`src/pkg/bz_pkg.sv`:
```
// shared constants and types of the border zone layout generator
package bz_pkg;
    // ****************************************
    // sector limits and zone sizes
    // ****************************************
    localparam logic [31:0] MIN_BO_LAST = 32'h0003FEFF;
    localparam logic [31:0] SIZE1_LAST = 32'h000B25FF;
    localparam logic [31:0] SIZE2_LAST = 32'h001656FF;
    localparam logic [11:0] SIZE1_BLOCKS = 12'h734;
    localparam logic [11:0] SIZE2_BLOCKS = 12'h98A;
    localparam logic [11:0] SIZE3_BLOCKS = 12'hB9C;
    localparam logic [31:0] ALIGN_MASK = 32'h0000000F;
    localparam int SECTOR_SHIFT = 4;
    // ****************************************
    // unit positions
    // ****************************************
    localparam logic [11:0] RECORD_LAST = 12'h004;
    localparam logic [11:0] STOP_A = 12'h025;
    localparam logic [11:0] STOP_B = 12'h026;
    localparam logic [11:0] FILL_MIN_M = 12'h027;
    localparam logic [11:0] TAIL_GAP = 12'h017;
    localparam logic [11:0] MK1 = 12'h000;
    localparam logic [11:0] MK2 = 12'h00A;
    localparam logic [11:0] MK3 = 12'h014;
    localparam logic [11:0] GUARD_OFS = 12'h002;
    localparam logic [11:0] BI_PFI_LAST = 12'h005;
    localparam logic [11:0] BI_LAST = 12'h006;
    localparam logic [11:0] BZ_EXTRA = 12'h007;
    // ****************************************
    // format information byte positions and data zone start sector
    // ****************************************
    localparam logic [10:0] PB_LAYER = 11'h000;
    localparam logic [10:0] PB_RATE = 11'h001;
    localparam logic [10:0] PB_ALLOC_FIRST = 11'h004;
    localparam logic [10:0] PB_ALLOC_LAST = 11'h00F;
    localparam logic [10:0] PB_BO_FIRST = 11'h020;
    localparam logic [10:0] PB_BI_LAST = 11'h027;
    localparam logic [10:0] PB_REMAP = 11'h02A;
    localparam logic [31:0] DZ_START = 32'h00030000;
    // ****************************************
    // types
    // ****************************************
    typedef enum logic [3:0] {
        CT_RECORD, CT_ZERO, CT_STOP, CT_MARK_NONE, CT_MARK_ZERO,
        CT_MARK_PFI2, CT_GUARD, CT_LOSS, CT_PFI
    } content_t;
    typedef enum logic [1:0] {AR_DATA, AR_LEADOUT, AR_MIDDLE} area_t;
    typedef struct packed {
        logic [31:0] addr;
        content_t code;
        area_t area;
        logic dtype;
    } unit_word_t;
endpackage

```
`src/pkg/bz_stream_if.sv`:
```
// valid/ready stream carrier between generator and unit fifo
`timescale 1ns/1ps
interface bz_stream_if #(parameter int W = 39);
    logic valid;
    logic ready;
    logic [W-1:0] data;
    modport src (output valid, output data, input ready);
    modport snk (input valid, input data, output ready);
endinterface

```
`src/rtl/bz_unit_fifo.sv`:
```
// unit descriptor fifo with registered output stage
`timescale 1ns/1ps
module bz_unit_fifo #(
    parameter int WIDTH = 39,
    parameter int DEPTH = 8
) (
    input wire logic clk,
    input wire logic arst_n,
    bz_stream_if.snk wr,
    bz_stream_if.src rd
);
    localparam int AW = $clog2(DEPTH);
    logic [WIDTH-1:0] mem [DEPTH];
    logic [AW-1:0] wp_q;
    logic [AW-1:0] rp_q;
    logic [AW:0] cnt_q;
    logic ov_q;
    logic [WIDTH-1:0] od_q;
    wire push = wr.valid && wr.ready;
    wire load = (cnt_q != '0) && (!ov_q || rd.ready);

    assign wr.ready = cnt_q < (AW+1)'(DEPTH);
    assign rd.valid = ov_q;
    assign rd.data = od_q;

    always_ff @(posedge clk) begin
        if (push) begin
            mem[wp_q] <= wr.data;
        end
    end

    always_ff @(posedge clk or negedge arst_n) begin
        if (!arst_n) begin
            wp_q <= '0;
            rp_q <= '0;
            cnt_q <= '0;
            ov_q <= 1'b0;
            od_q <= '0;
        end else begin
            wp_q <= push ? wp_q + 1'b1 : wp_q;
            rp_q <= load ? rp_q + 1'b1 : rp_q;
            cnt_q <= cnt_q + (AW+1)'(push) - (AW+1)'(load);
            ov_q <= load ? 1'b1 : (rd.ready ? 1'b0 : ov_q);
            od_q <= load ? mem[rp_q] : od_q;
        end
    end
endmodule

```
`src/rtl/border_zone_layout_generator.sv`:
```
// border zone unit sequencer and updated format information patcher
`timescale 1ns/1ps
module border_zone_layout_generator (
    input wire logic SYS_CLK,
    input wire logic ARST_N,
    input wire logic START,
    input wire logic [31:0] BO_START,
    input wire logic [31:0] BI_START,
    input wire logic [11:0] M_POS,
    input wire logic [11:0] N_POS,
    input wire logic JOINED_MIDDLE,
    input wire logic MARKER_PFI,
    input wire logic FINALIZE,
    input wire logic [7:0] LAYER_IND,
    input wire logic [7:0] MAX_RATE,
    input wire logic [7:0] REMAP_FLAGS,
    input wire logic [23:0] DZ_MAX_SECTOR,
    input wire logic [23:0] L0_END_SECTOR,
    output logic OUT_VALID,
    input wire logic OUT_READY,
    output logic [31:0] OUT_ADDR,
    output logic [3:0] OUT_CONTENT,
    output logic [1:0] OUT_AREA,
    output logic OUT_DTYPE,
    output logic BUSY,
    output logic DONE,
    output logic REFUSED,
    output logic [31:0] MARKER_ADDR,
    input wire logic PFI_RD_EN,
    input wire logic [10:0] PFI_RD_IDX,
    input wire logic [7:0] PRE_BYTE,
    output logic PFI_RD_VALID,
    output logic [7:0] PFI_RD_DATA
);
    // ****************************************
    // helpers
    // ****************************************
    function automatic logic [11:0] zone_size(input logic [31:0] s);
        if (s <= bz_pkg::SIZE1_LAST) begin
            return bz_pkg::SIZE1_BLOCKS;
        end else if (s <= bz_pkg::SIZE2_LAST) begin
            return bz_pkg::SIZE2_BLOCKS;
        end
        return bz_pkg::SIZE3_BLOCKS;
    endfunction

    function automatic logic [7:0] sel_byte(input logic [31:0] w, input logic [1:0] pos);
        return 8'(w >> {2'h3 - pos, 3'h0});
    endfunction

    typedef enum {S_IDLE, S_RUN} state_t;
    localparam int UW = $bits(bz_pkg::unit_word_t);

    state_t state_q;
    logic [11:0] up_q;
    logic [11:0] m_q;
    logic [11:0] n_q;
    logic [11:0] zsize_q;
    logic [31:0] bo_q;
    logic [31:0] bi_q;
    logic joined_q;
    logic mpfi_q;
    logic final_q;
    logic [7:0] layer_q;
    logic [7:0] rate_q;
    logic [7:0] remap_q;
    logic [23:0] dzmax_q;
    logic [23:0] l0end_q;
    logic done_q;
    logic busy_q;
    logic refused_q;
    logic [31:0] maddr_q;
    logic pfi_v_q;
    logic [7:0] pfi_d_q;

    bz_stream_if #(.W(UW)) fi ();
    bz_stream_if #(.W(UW)) fo ();

    // ****************************************
    // start checks
    // ****************************************
    wire idle = state_q == S_IDLE;
    wire try_start = START && idle;
    wire lo_ok = BO_START > bz_pkg::MIN_BO_LAST;
    wire al_ok = (BO_START & bz_pkg::ALIGN_MASK) == '0;
    wire end_ok = BO_START <= {8'h00, L0_END_SECTOR};
    wire [11:0] zsize = zone_size(BO_START);
    wire [11:0] span = N_POS + bz_pkg::BZ_EXTRA;
    wire len_ok = JOINED_MIDDLE ? (span <= zsize) : (span == zsize);
    wire m_ok = (M_POS >= bz_pkg::FILL_MIN_M) && (M_POS + bz_pkg::TAIL_GAP <= N_POS);
    wire start_ok = lo_ok && al_ok && end_ok && len_ok && m_ok;
    wire accept = try_start && start_ok;
    wire [32:0] start_sum = {1'b0, BO_START} + {1'b0, BI_START};

    // ****************************************
    // unit classification
    // ****************************************
    wire next_area = bi_q != '0;
    wire [11:0] rel = up_q - m_q;
    wire past_m = up_q >= m_q;
    wire is_mark = past_m && (rel == bz_pkg::MK1 || rel == bz_pkg::MK1 + 12'h001 ||
        rel == bz_pkg::MK2 || rel == bz_pkg::MK2 + 12'h001 ||
        rel == bz_pkg::MK3 || rel == bz_pkg::MK3 + 12'h001);
    wire is_guard = past_m && (rel == bz_pkg::MK1 + bz_pkg::GUARD_OFS ||
        rel == bz_pkg::MK2 + bz_pkg::GUARD_OFS ||
        rel == bz_pkg::MK3 + bz_pkg::GUARD_OFS);
    wire mark_rec = final_q || next_area;
    wire is_pfi = (up_q > n_q) && (up_q <= n_q + bz_pkg::BI_PFI_LAST);
    wire is_last = up_q == n_q + bz_pkg::BI_LAST;
    wire is_stop = up_q == bz_pkg::STOP_A || up_q == bz_pkg::STOP_B;
    bz_pkg::content_t mark_code;
    bz_pkg::content_t cur_code;
    bz_pkg::area_t cur_area;
    bz_pkg::unit_word_t cur_word;

    assign mark_code = final_q ? bz_pkg::CT_MARK_ZERO :
        !next_area ? bz_pkg::CT_MARK_NONE :
        mpfi_q ? bz_pkg::CT_MARK_PFI2 : bz_pkg::CT_MARK_ZERO;
    assign cur_code = up_q <= bz_pkg::RECORD_LAST ? bz_pkg::CT_RECORD :
        is_stop ? bz_pkg::CT_STOP :
        is_mark ? mark_code :
        is_guard ? (mark_rec ? bz_pkg::CT_LOSS : bz_pkg::CT_GUARD) :
        up_q == n_q ? bz_pkg::CT_LOSS :
        is_pfi ? bz_pkg::CT_PFI :
        is_last ? bz_pkg::CT_GUARD : bz_pkg::CT_ZERO;
    assign cur_area = is_stop ? bz_pkg::AR_LEADOUT :
        (is_mark && final_q) ? bz_pkg::AR_MIDDLE : bz_pkg::AR_DATA;
    assign cur_word.addr = bo_q + (32'(up_q) << bz_pkg::SECTOR_SHIFT);
    assign cur_word.code = cur_code;
    assign cur_word.area = cur_area;
    assign cur_word.dtype = cur_code != bz_pkg::CT_RECORD;

    wire push = (state_q == S_RUN) && fi.ready;
    assign fi.valid = state_q == S_RUN;
    assign fi.data = cur_word;

    // ****************************************
    // sequencer
    // ****************************************
    always_ff @(posedge SYS_CLK or negedge ARST_N) begin
        if (!ARST_N) begin
            state_q <= S_IDLE;
            up_q <= '0;
            done_q <= 1'b0;
            busy_q <= 1'b0;
            refused_q <= 1'b0;
            maddr_q <= '0;
        end else begin
            done_q <= push && is_last;
            refused_q <= try_start && !start_ok;
            maddr_q <= accept ? start_sum[32:1] : maddr_q;
            case (state_q)
                S_IDLE: begin
                    up_q <= '0;
                    busy_q <= accept;
                    state_q <= accept ? S_RUN : S_IDLE;
                end
                S_RUN: begin
                    up_q <= push ? up_q + 12'h001 : up_q;
                    busy_q <= !(push && is_last);
                    state_q <= (push && is_last) ? S_IDLE : S_RUN;
                end
                default: begin
                    busy_q <= 1'b0;
                    state_q <= S_IDLE;
                end
            endcase
        end
    end

    always_ff @(posedge SYS_CLK or negedge ARST_N) begin
        if (!ARST_N) begin
            m_q <= '0;
            n_q <= '0;
            zsize_q <= '0;
            bo_q <= '0;
            bi_q <= '0;
            joined_q <= 1'b0;
            mpfi_q <= 1'b0;
            final_q <= 1'b0;
            layer_q <= '0;
            rate_q <= '0;
            remap_q <= '0;
            dzmax_q <= '0;
            l0end_q <= '0;
        end else if (accept) begin
            m_q <= M_POS;
            n_q <= N_POS;
            zsize_q <= zsize;
            bo_q <= BO_START;
            bi_q <= BI_START;
            joined_q <= JOINED_MIDDLE;
            mpfi_q <= MARKER_PFI;
            final_q <= FINALIZE;
            layer_q <= LAYER_IND;
            rate_q <= MAX_RATE;
            remap_q <= REMAP_FLAGS;
            dzmax_q <= DZ_MAX_SECTOR;
            l0end_q <= L0_END_SECTOR;
        end
    end

    // ****************************************
    // updated format information byte patch
    // ****************************************
    wire [10:0] alloc_k = PFI_RD_IDX - bz_pkg::PB_ALLOC_FIRST;
    wire [10:0] bz_k = PFI_RD_IDX - bz_pkg::PB_BO_FIRST;
    wire in_alloc = PFI_RD_IDX >= bz_pkg::PB_ALLOC_FIRST &&
        PFI_RD_IDX <= bz_pkg::PB_ALLOC_LAST;
    wire in_bz = PFI_RD_IDX >= bz_pkg::PB_BO_FIRST && PFI_RD_IDX <= bz_pkg::PB_BI_LAST;
    wire [31:0] alloc_word = alloc_k[3:2] == 2'h0 ? bz_pkg::DZ_START :
        alloc_k[3:2] == 2'h1 ? {8'h00, dzmax_q} : {8'h00, l0end_q};
    wire [31:0] bz_word = bz_k[2] ? bi_q : bo_q;
    wire [7:0] patched = PFI_RD_IDX == bz_pkg::PB_LAYER ? layer_q :
        PFI_RD_IDX == bz_pkg::PB_RATE ? rate_q :
        in_alloc ? sel_byte(alloc_word, alloc_k[1:0]) :
        in_bz ? sel_byte(bz_word, bz_k[1:0]) :
        PFI_RD_IDX == bz_pkg::PB_REMAP ? remap_q : PRE_BYTE;

    always_ff @(posedge SYS_CLK or negedge ARST_N) begin
        if (!ARST_N) begin
            pfi_v_q <= 1'b0;
            pfi_d_q <= '0;
        end else begin
            pfi_v_q <= PFI_RD_EN;
            pfi_d_q <= PFI_RD_EN ? patched : pfi_d_q;
        end
    end

    // ****************************************
    // unit fifo and outputs
    // ****************************************
    bz_unit_fifo #(.WIDTH(UW), .DEPTH(8)) u_fifo (
        .clk(SYS_CLK),
        .arst_n(ARST_N),
        .wr(fi.snk),
        .rd(fo.src)
    );

    bz_pkg::unit_word_t out_word;
    assign out_word = fo.data;
    assign fo.ready = OUT_READY;
    assign OUT_VALID = fo.valid;
    assign OUT_ADDR = out_word.addr;
    assign OUT_CONTENT = out_word.code;
    assign OUT_AREA = out_word.area;
    assign OUT_DTYPE = out_word.dtype;
    assign BUSY = busy_q;
    assign DONE = done_q;
    assign REFUSED = refused_q;
    assign MARKER_ADDR = maddr_q;
    assign PFI_RD_VALID = pfi_v_q;
    assign PFI_RD_DATA = pfi_d_q;
endmodule

```
`config.mk`:
```
export PLATFORM = sky130hd
export DESIGN_NAME = border_zone_layout_generator
export DESIGN_NICKNAME = d
export VERILOG_FILES = /design/src/pkg/bz_pkg.sv /design/src/pkg/bz_stream_if.sv /design/src/rtl/bz_unit_fifo.sv /design/src/rtl/border_zone_layout_generator.sv
export SDC_FILE = /design/constraint.sdc
export NUM_CORES = 1
export LEC_CHECK = 0
export BUFFER_PORTS_ARGS = -buffer_cell sky130_fd_sc_hd__clkbuf_2
export CORE_UTILIZATION = 40
export CTS_CLUSTER_DIAMETER = 200
export DETAILED_ROUTE_END_ITERATION = 12
export PLACE_DENSITY = 0.6
export SLEW_MARGIN = 20
export SYNTH_ARGS = -nofsm -noshare
export SYNTH_HDL_FRONTEND = slang
export SYNTH_HIERARCHICAL = 1
export SYNTH_SLANG_ARGS = --single-unit
```
`constraint.sdc`:
```
create_clock -name SYS_CLK -period 7.8 [get_ports SYS_CLK]
set_clock_uncertainty 0.15 [all_clocks]
set_input_delay 0.78 -clock SYS_CLK [delete_from_list [all_inputs] [get_ports SYS_CLK]]
set_output_delay 0.78 -clock SYS_CLK [all_outputs]
set_load 0.02 [all_outputs]
```
==> results list <==
- Number of vias after detailed routing: 21260
- For this run, the leading register cell type out of synthesis is sky130_fd_sc_hd__edfxtp_1.
- STA classifies the critical path endpoint as a flip-flop.
- OpenSTA, run right after detailed placement, puts the worst setup slack at 2.426 ns.
* Fill cell total of the finished layout: 6773
* Count of port buffers added during placement: 270
* Grt met3 use: 0.03000
- Leakage: 0.01501 uW
- Final estimated routing congestion in global placement: 0.8651
- Area growth from synthesis to layout: 14.91%
- sky130_fd_sc_hd__edfxtp_1 takes more of the synthesized area than any other cell.
* Share of the core filled with cells: 0.4640
* Main area contributors after synthesis: sky130_fd_sc_hd__edfxtp_1 32%, sky130_fd_sc_hd__dfrtp_1 23%, sky130_fd_sc_hd__nand2_1 6.1%
- In this run the core area contains 99 standard-cell rows.
- The number of antenna violations at the first check in global routing came to 0.
* Tmin final: 4.740 ns
- Top-area cell type share of the netlist area: 0.3180
- After synthesis, the netlist uses 82 different library cells.
* Register bit count reported by yosys: 580
- Fraction of layout cells with a size suffix above 1: 0.1888
- Commonest cells after routing, fill and taps aside: 475 x sky130_fd_sc_hd__nand2_1, 312 x sky130_fd_sc_hd__edfxtp_1, 269 x sky130_fd_sc_hd__clkbuf_2
* Headroom to the max-slew limit: 0.2903
- CTS placed an instance of sky130_fd_sc_hd__clkbuf_16 at the clock tree root.
- Clk sink count: 580
- Dividing the detail-routed via count by the number of cells gives 5.513.
* Footprint of the multi-input gates: 12420 um^2
* Count of max-cap constraint violations: 0
- Grt ovf: 0
* Endpoints failing setup: 0
- In this run the mean area of a mapped cell was 11.30 um^2.
- The first detailed-routing pass took 5 iterations.
- For the pin with the worst max-slew slack, the measured transition is 1.056 ns.
* Crit-path max cell delay: 0.79 ns
* Final total negative setup slack: 0 ns
- Cells traversed along the worst timing path: clkbuf_2 > a211o_1 > a211o_1 > a31oi_1 > nor2b_1 > nor3_1 > inv_1 > ha_1 > a21o_1 > o31ai_1 > nand4b_1 > a21boi_2 > and4_4 > buf_4 > nand2_1 > nand2_1
- The library cell used most frequently in the layout, excluding fill and tap cells, is sky130_fd_sc_hd__nand2_1.
- Yosys synthesis warning count: 6
* Required time reported for the critical path endpoint: 8.23 ns
* Depth of the CTS H-tree: 2
- Maximum vdd drop: 0.2103 mV
* Achievable clock frequency: 0.2110 GHz
- Number of post-CTS setup repair buffers: 0
- Hold slack final: 0.002504 ns
- Highest net fanout along the worst path: 71
* Routing usage on met2: 0.3656
- Result of the run: complete, no violations
* Storage element area: 16080 um^2
* X dimension of the die: 273.4 um
* Maximum number of pins on one net before global-route repair: 138
* Area inside the core boundary: 72960 um^2
* Proportion of synthesized flip-flops having asynchronous set or reset: 0.4621
* Post-route DRC violation count: 0
- Pin placement for this block handled 271 I/O pins.
- Clock tree from TritonCTS: done
* Final HPWL from detailed placement: 57240 um
- The total count of max-transition violations in the final report came to 0.
* Count of flip-flops with a built-in enable after synthesis: 312
- Via count of the first global-routing pass: 21240
* DRC violation total after the first TritonRoute iteration: 1481
- The net count of the finished layout is 3177.
- Hold bufs inserted after CTS: 0
- The floorplan step defined a die boundary enclosing 74740 um^2.
- Synth Net Count: 2938
- Summing every instance area after synthesis gives 29460 um^2.
- Cell at the slowest stage of the critical path: sky130_fd_sc_hd__and4_4
- The worst hold path belongs to the class in2async.
- In the global route stage, met1 resource usage came out at 0.3064.
- STA classifies the critical path startpoint as an input port.
* Maximum number of buffers from clock root to sink: 3
- Once the clock tree was built, the resizer swapped 0 gates to a different size.
- Antenna Cells: 0
- Worst-path clk slew: 0.06 ns
* Ratio of final minimum period to clock period: 0.6077
- Final routed wirelength across all metal layers: 83830 um
- Clock latency on the worst-skew pair: 0.65 ns
* Sequential element share of the synthesized area: 0.5457
* RSZ-0062 raised after global routing: no
* Wire length of the first global-routing pass: 126200 um
- Hold Vio Cnt, Final: 0
- Busiest grt layer: met2
- Initial Util: 0.4038
- Across every metal layer, demand over resource in global routing totals 0.2222.
- Crit path arrival time: 5.16 ns
- Min setup slack post-route: 3.060 ns
* Total power per unit cell area: 290.0 nW/um^2
* CTS buffer count: 61
* Mean routed wirelength per cell: 21.74 um
- In the synthesized netlist, the number of instances is 2606.
- Antenna viol nets, final: 0
* Height of the chip: 273.4 um
- The critical path is of the in2reg type.
through the flow:
stage / total power [uW] / cell area (um^2) / cells
CTS: 9911 / 33840 / 3856
global placement: 6724 / 31670 / 3741
detailed placement: 6807 / 31670 / 3741
global route: 10280 / 33850 / 3856
floorplan: 5952 / 29460 / 2606
finish: 9816 / 33850 / 3856
power by group:
part,switching (uW),internal [uW]
clock network,1260,1840
logic,1670,1060
registers,275,3720
metal layers:
metal,part of all wire,vias up
li1,-,9918
met1,0.44,10560
met2,0.48,669
met3,0.056,111
met4,0.025,0
met5,0,-
cells by family (layout without fill, tap and decap cells):
logic type / Yosys count / in the layout / share of synthesized area
buffers and inverters: 227 / 518 / 0.03589
AND/OR/NAND/NOR: 807 / 807 / 0.1230
AO/OA/AOI/OAI: 529 / 529 / 0.1167
adder cells (fa/ha/maj): 145 / 145 / 0.06260
flip-flops: 580 / 580 / 0.5457
XOR/XNOR: 112 / 112 / 0.03330
multiplexers: 206 / 206 / 0.08286
registers in the layout, summed over array words and instances (netlist names), 4 cells and up:
name,flops
u_fifo/cnt_q,4
l0end_q,24
u_fifo/rd.data,39
dzmax_q,24
MARKER_ADDR,32
m_q,12
bo_q,32
PFI_RD_DATA,8
layer_q,8
remap_q,8
up_q,12
n_q,12
rate_q,8
u_fifo/mem,312
bi_q,32
final timing paths:
check / startpoint / to / slack (ns) / cells past startpoint
max in group asynchronous: ARST_N / m_q[5] / 6.14 / 2
min in group SYS_CLK: LAYER_IND[3] / layer_q[3] / 0.19 / 3
max reg2reg: up_q[0] / u_fifo/mem[7][3] / 3.25 / 13
min reg2reg: remap_q[6] / remap_q[6] / 0.32 / 2
max: BO_START[9] / dzmax_q[3] / 3.06 / 16
min: ARST_N / dzmax_q[3] / 0.003 / 1
critical path, delay by kind of cell:
kind / cells / cell delay, ns
AOI/OAI and AO/OA: 6 / 1.41
adders and majority gates: 1 / 0.35
buffers and inverters: 3 / 0.79
and+or+nand+nor: 6 / 1.75
cells in the mapped netlist, types with 11 or more instances:
master                     number
sky130_fd_sc_hd__a211oi_1      20
sky130_fd_sc_hd__a21o_1        29
sky130_fd_sc_hd__a21oi_1      105
sky130_fd_sc_hd__a22o_1        39
sky130_fd_sc_hd__a31oi_1       11
sky130_fd_sc_hd__and2_1        32
sky130_fd_sc_hd__buf_2         36
sky130_fd_sc_hd__clkbuf_1      62
sky130_fd_sc_hd__dfrtp_1      268
sky130_fd_sc_hd__edfxtp_1     312
sky130_fd_sc_hd__ha_1         141
sky130_fd_sc_hd__inv_1        106
sky130_fd_sc_hd__mux2_2        83
sky130_fd_sc_hd__mux2i_1      101
sky130_fd_sc_hd__mux4_2        22
sky130_fd_sc_hd__nand2_1      476
sky130_fd_sc_hd__nand2b_1      19
sky130_fd_sc_hd__nand3_1       31
sky130_fd_sc_hd__nand4_1       32
sky130_fd_sc_hd__nor2_1        89
sky130_fd_sc_hd__nor2b_1       23
sky130_fd_sc_hd__nor3_1        32
sky130_fd_sc_hd__nor4_1        21
sky130_fd_sc_hd__o211ai_1      13
sky130_fd_sc_hd__o21a_1        13
sky130_fd_sc_hd__o21ai_0      148
sky130_fd_sc_hd__o22ai_1       40
sky130_fd_sc_hd__o31ai_1       43
sky130_fd_sc_hd__xnor2_1       73
sky130_fd_sc_hd__xor2_1        39
area by class of cell:
type                       count  share of cell area
sequential                   580              0.4750
multi-input combinational   1799              0.3668
clock buffer                  73             0.04849
timing repair buffer         297             0.04694
tap                          959             0.03544
clock inverter                42             0.01560
inverter                     106             0.01175
(Power assumes the default switching activity.)
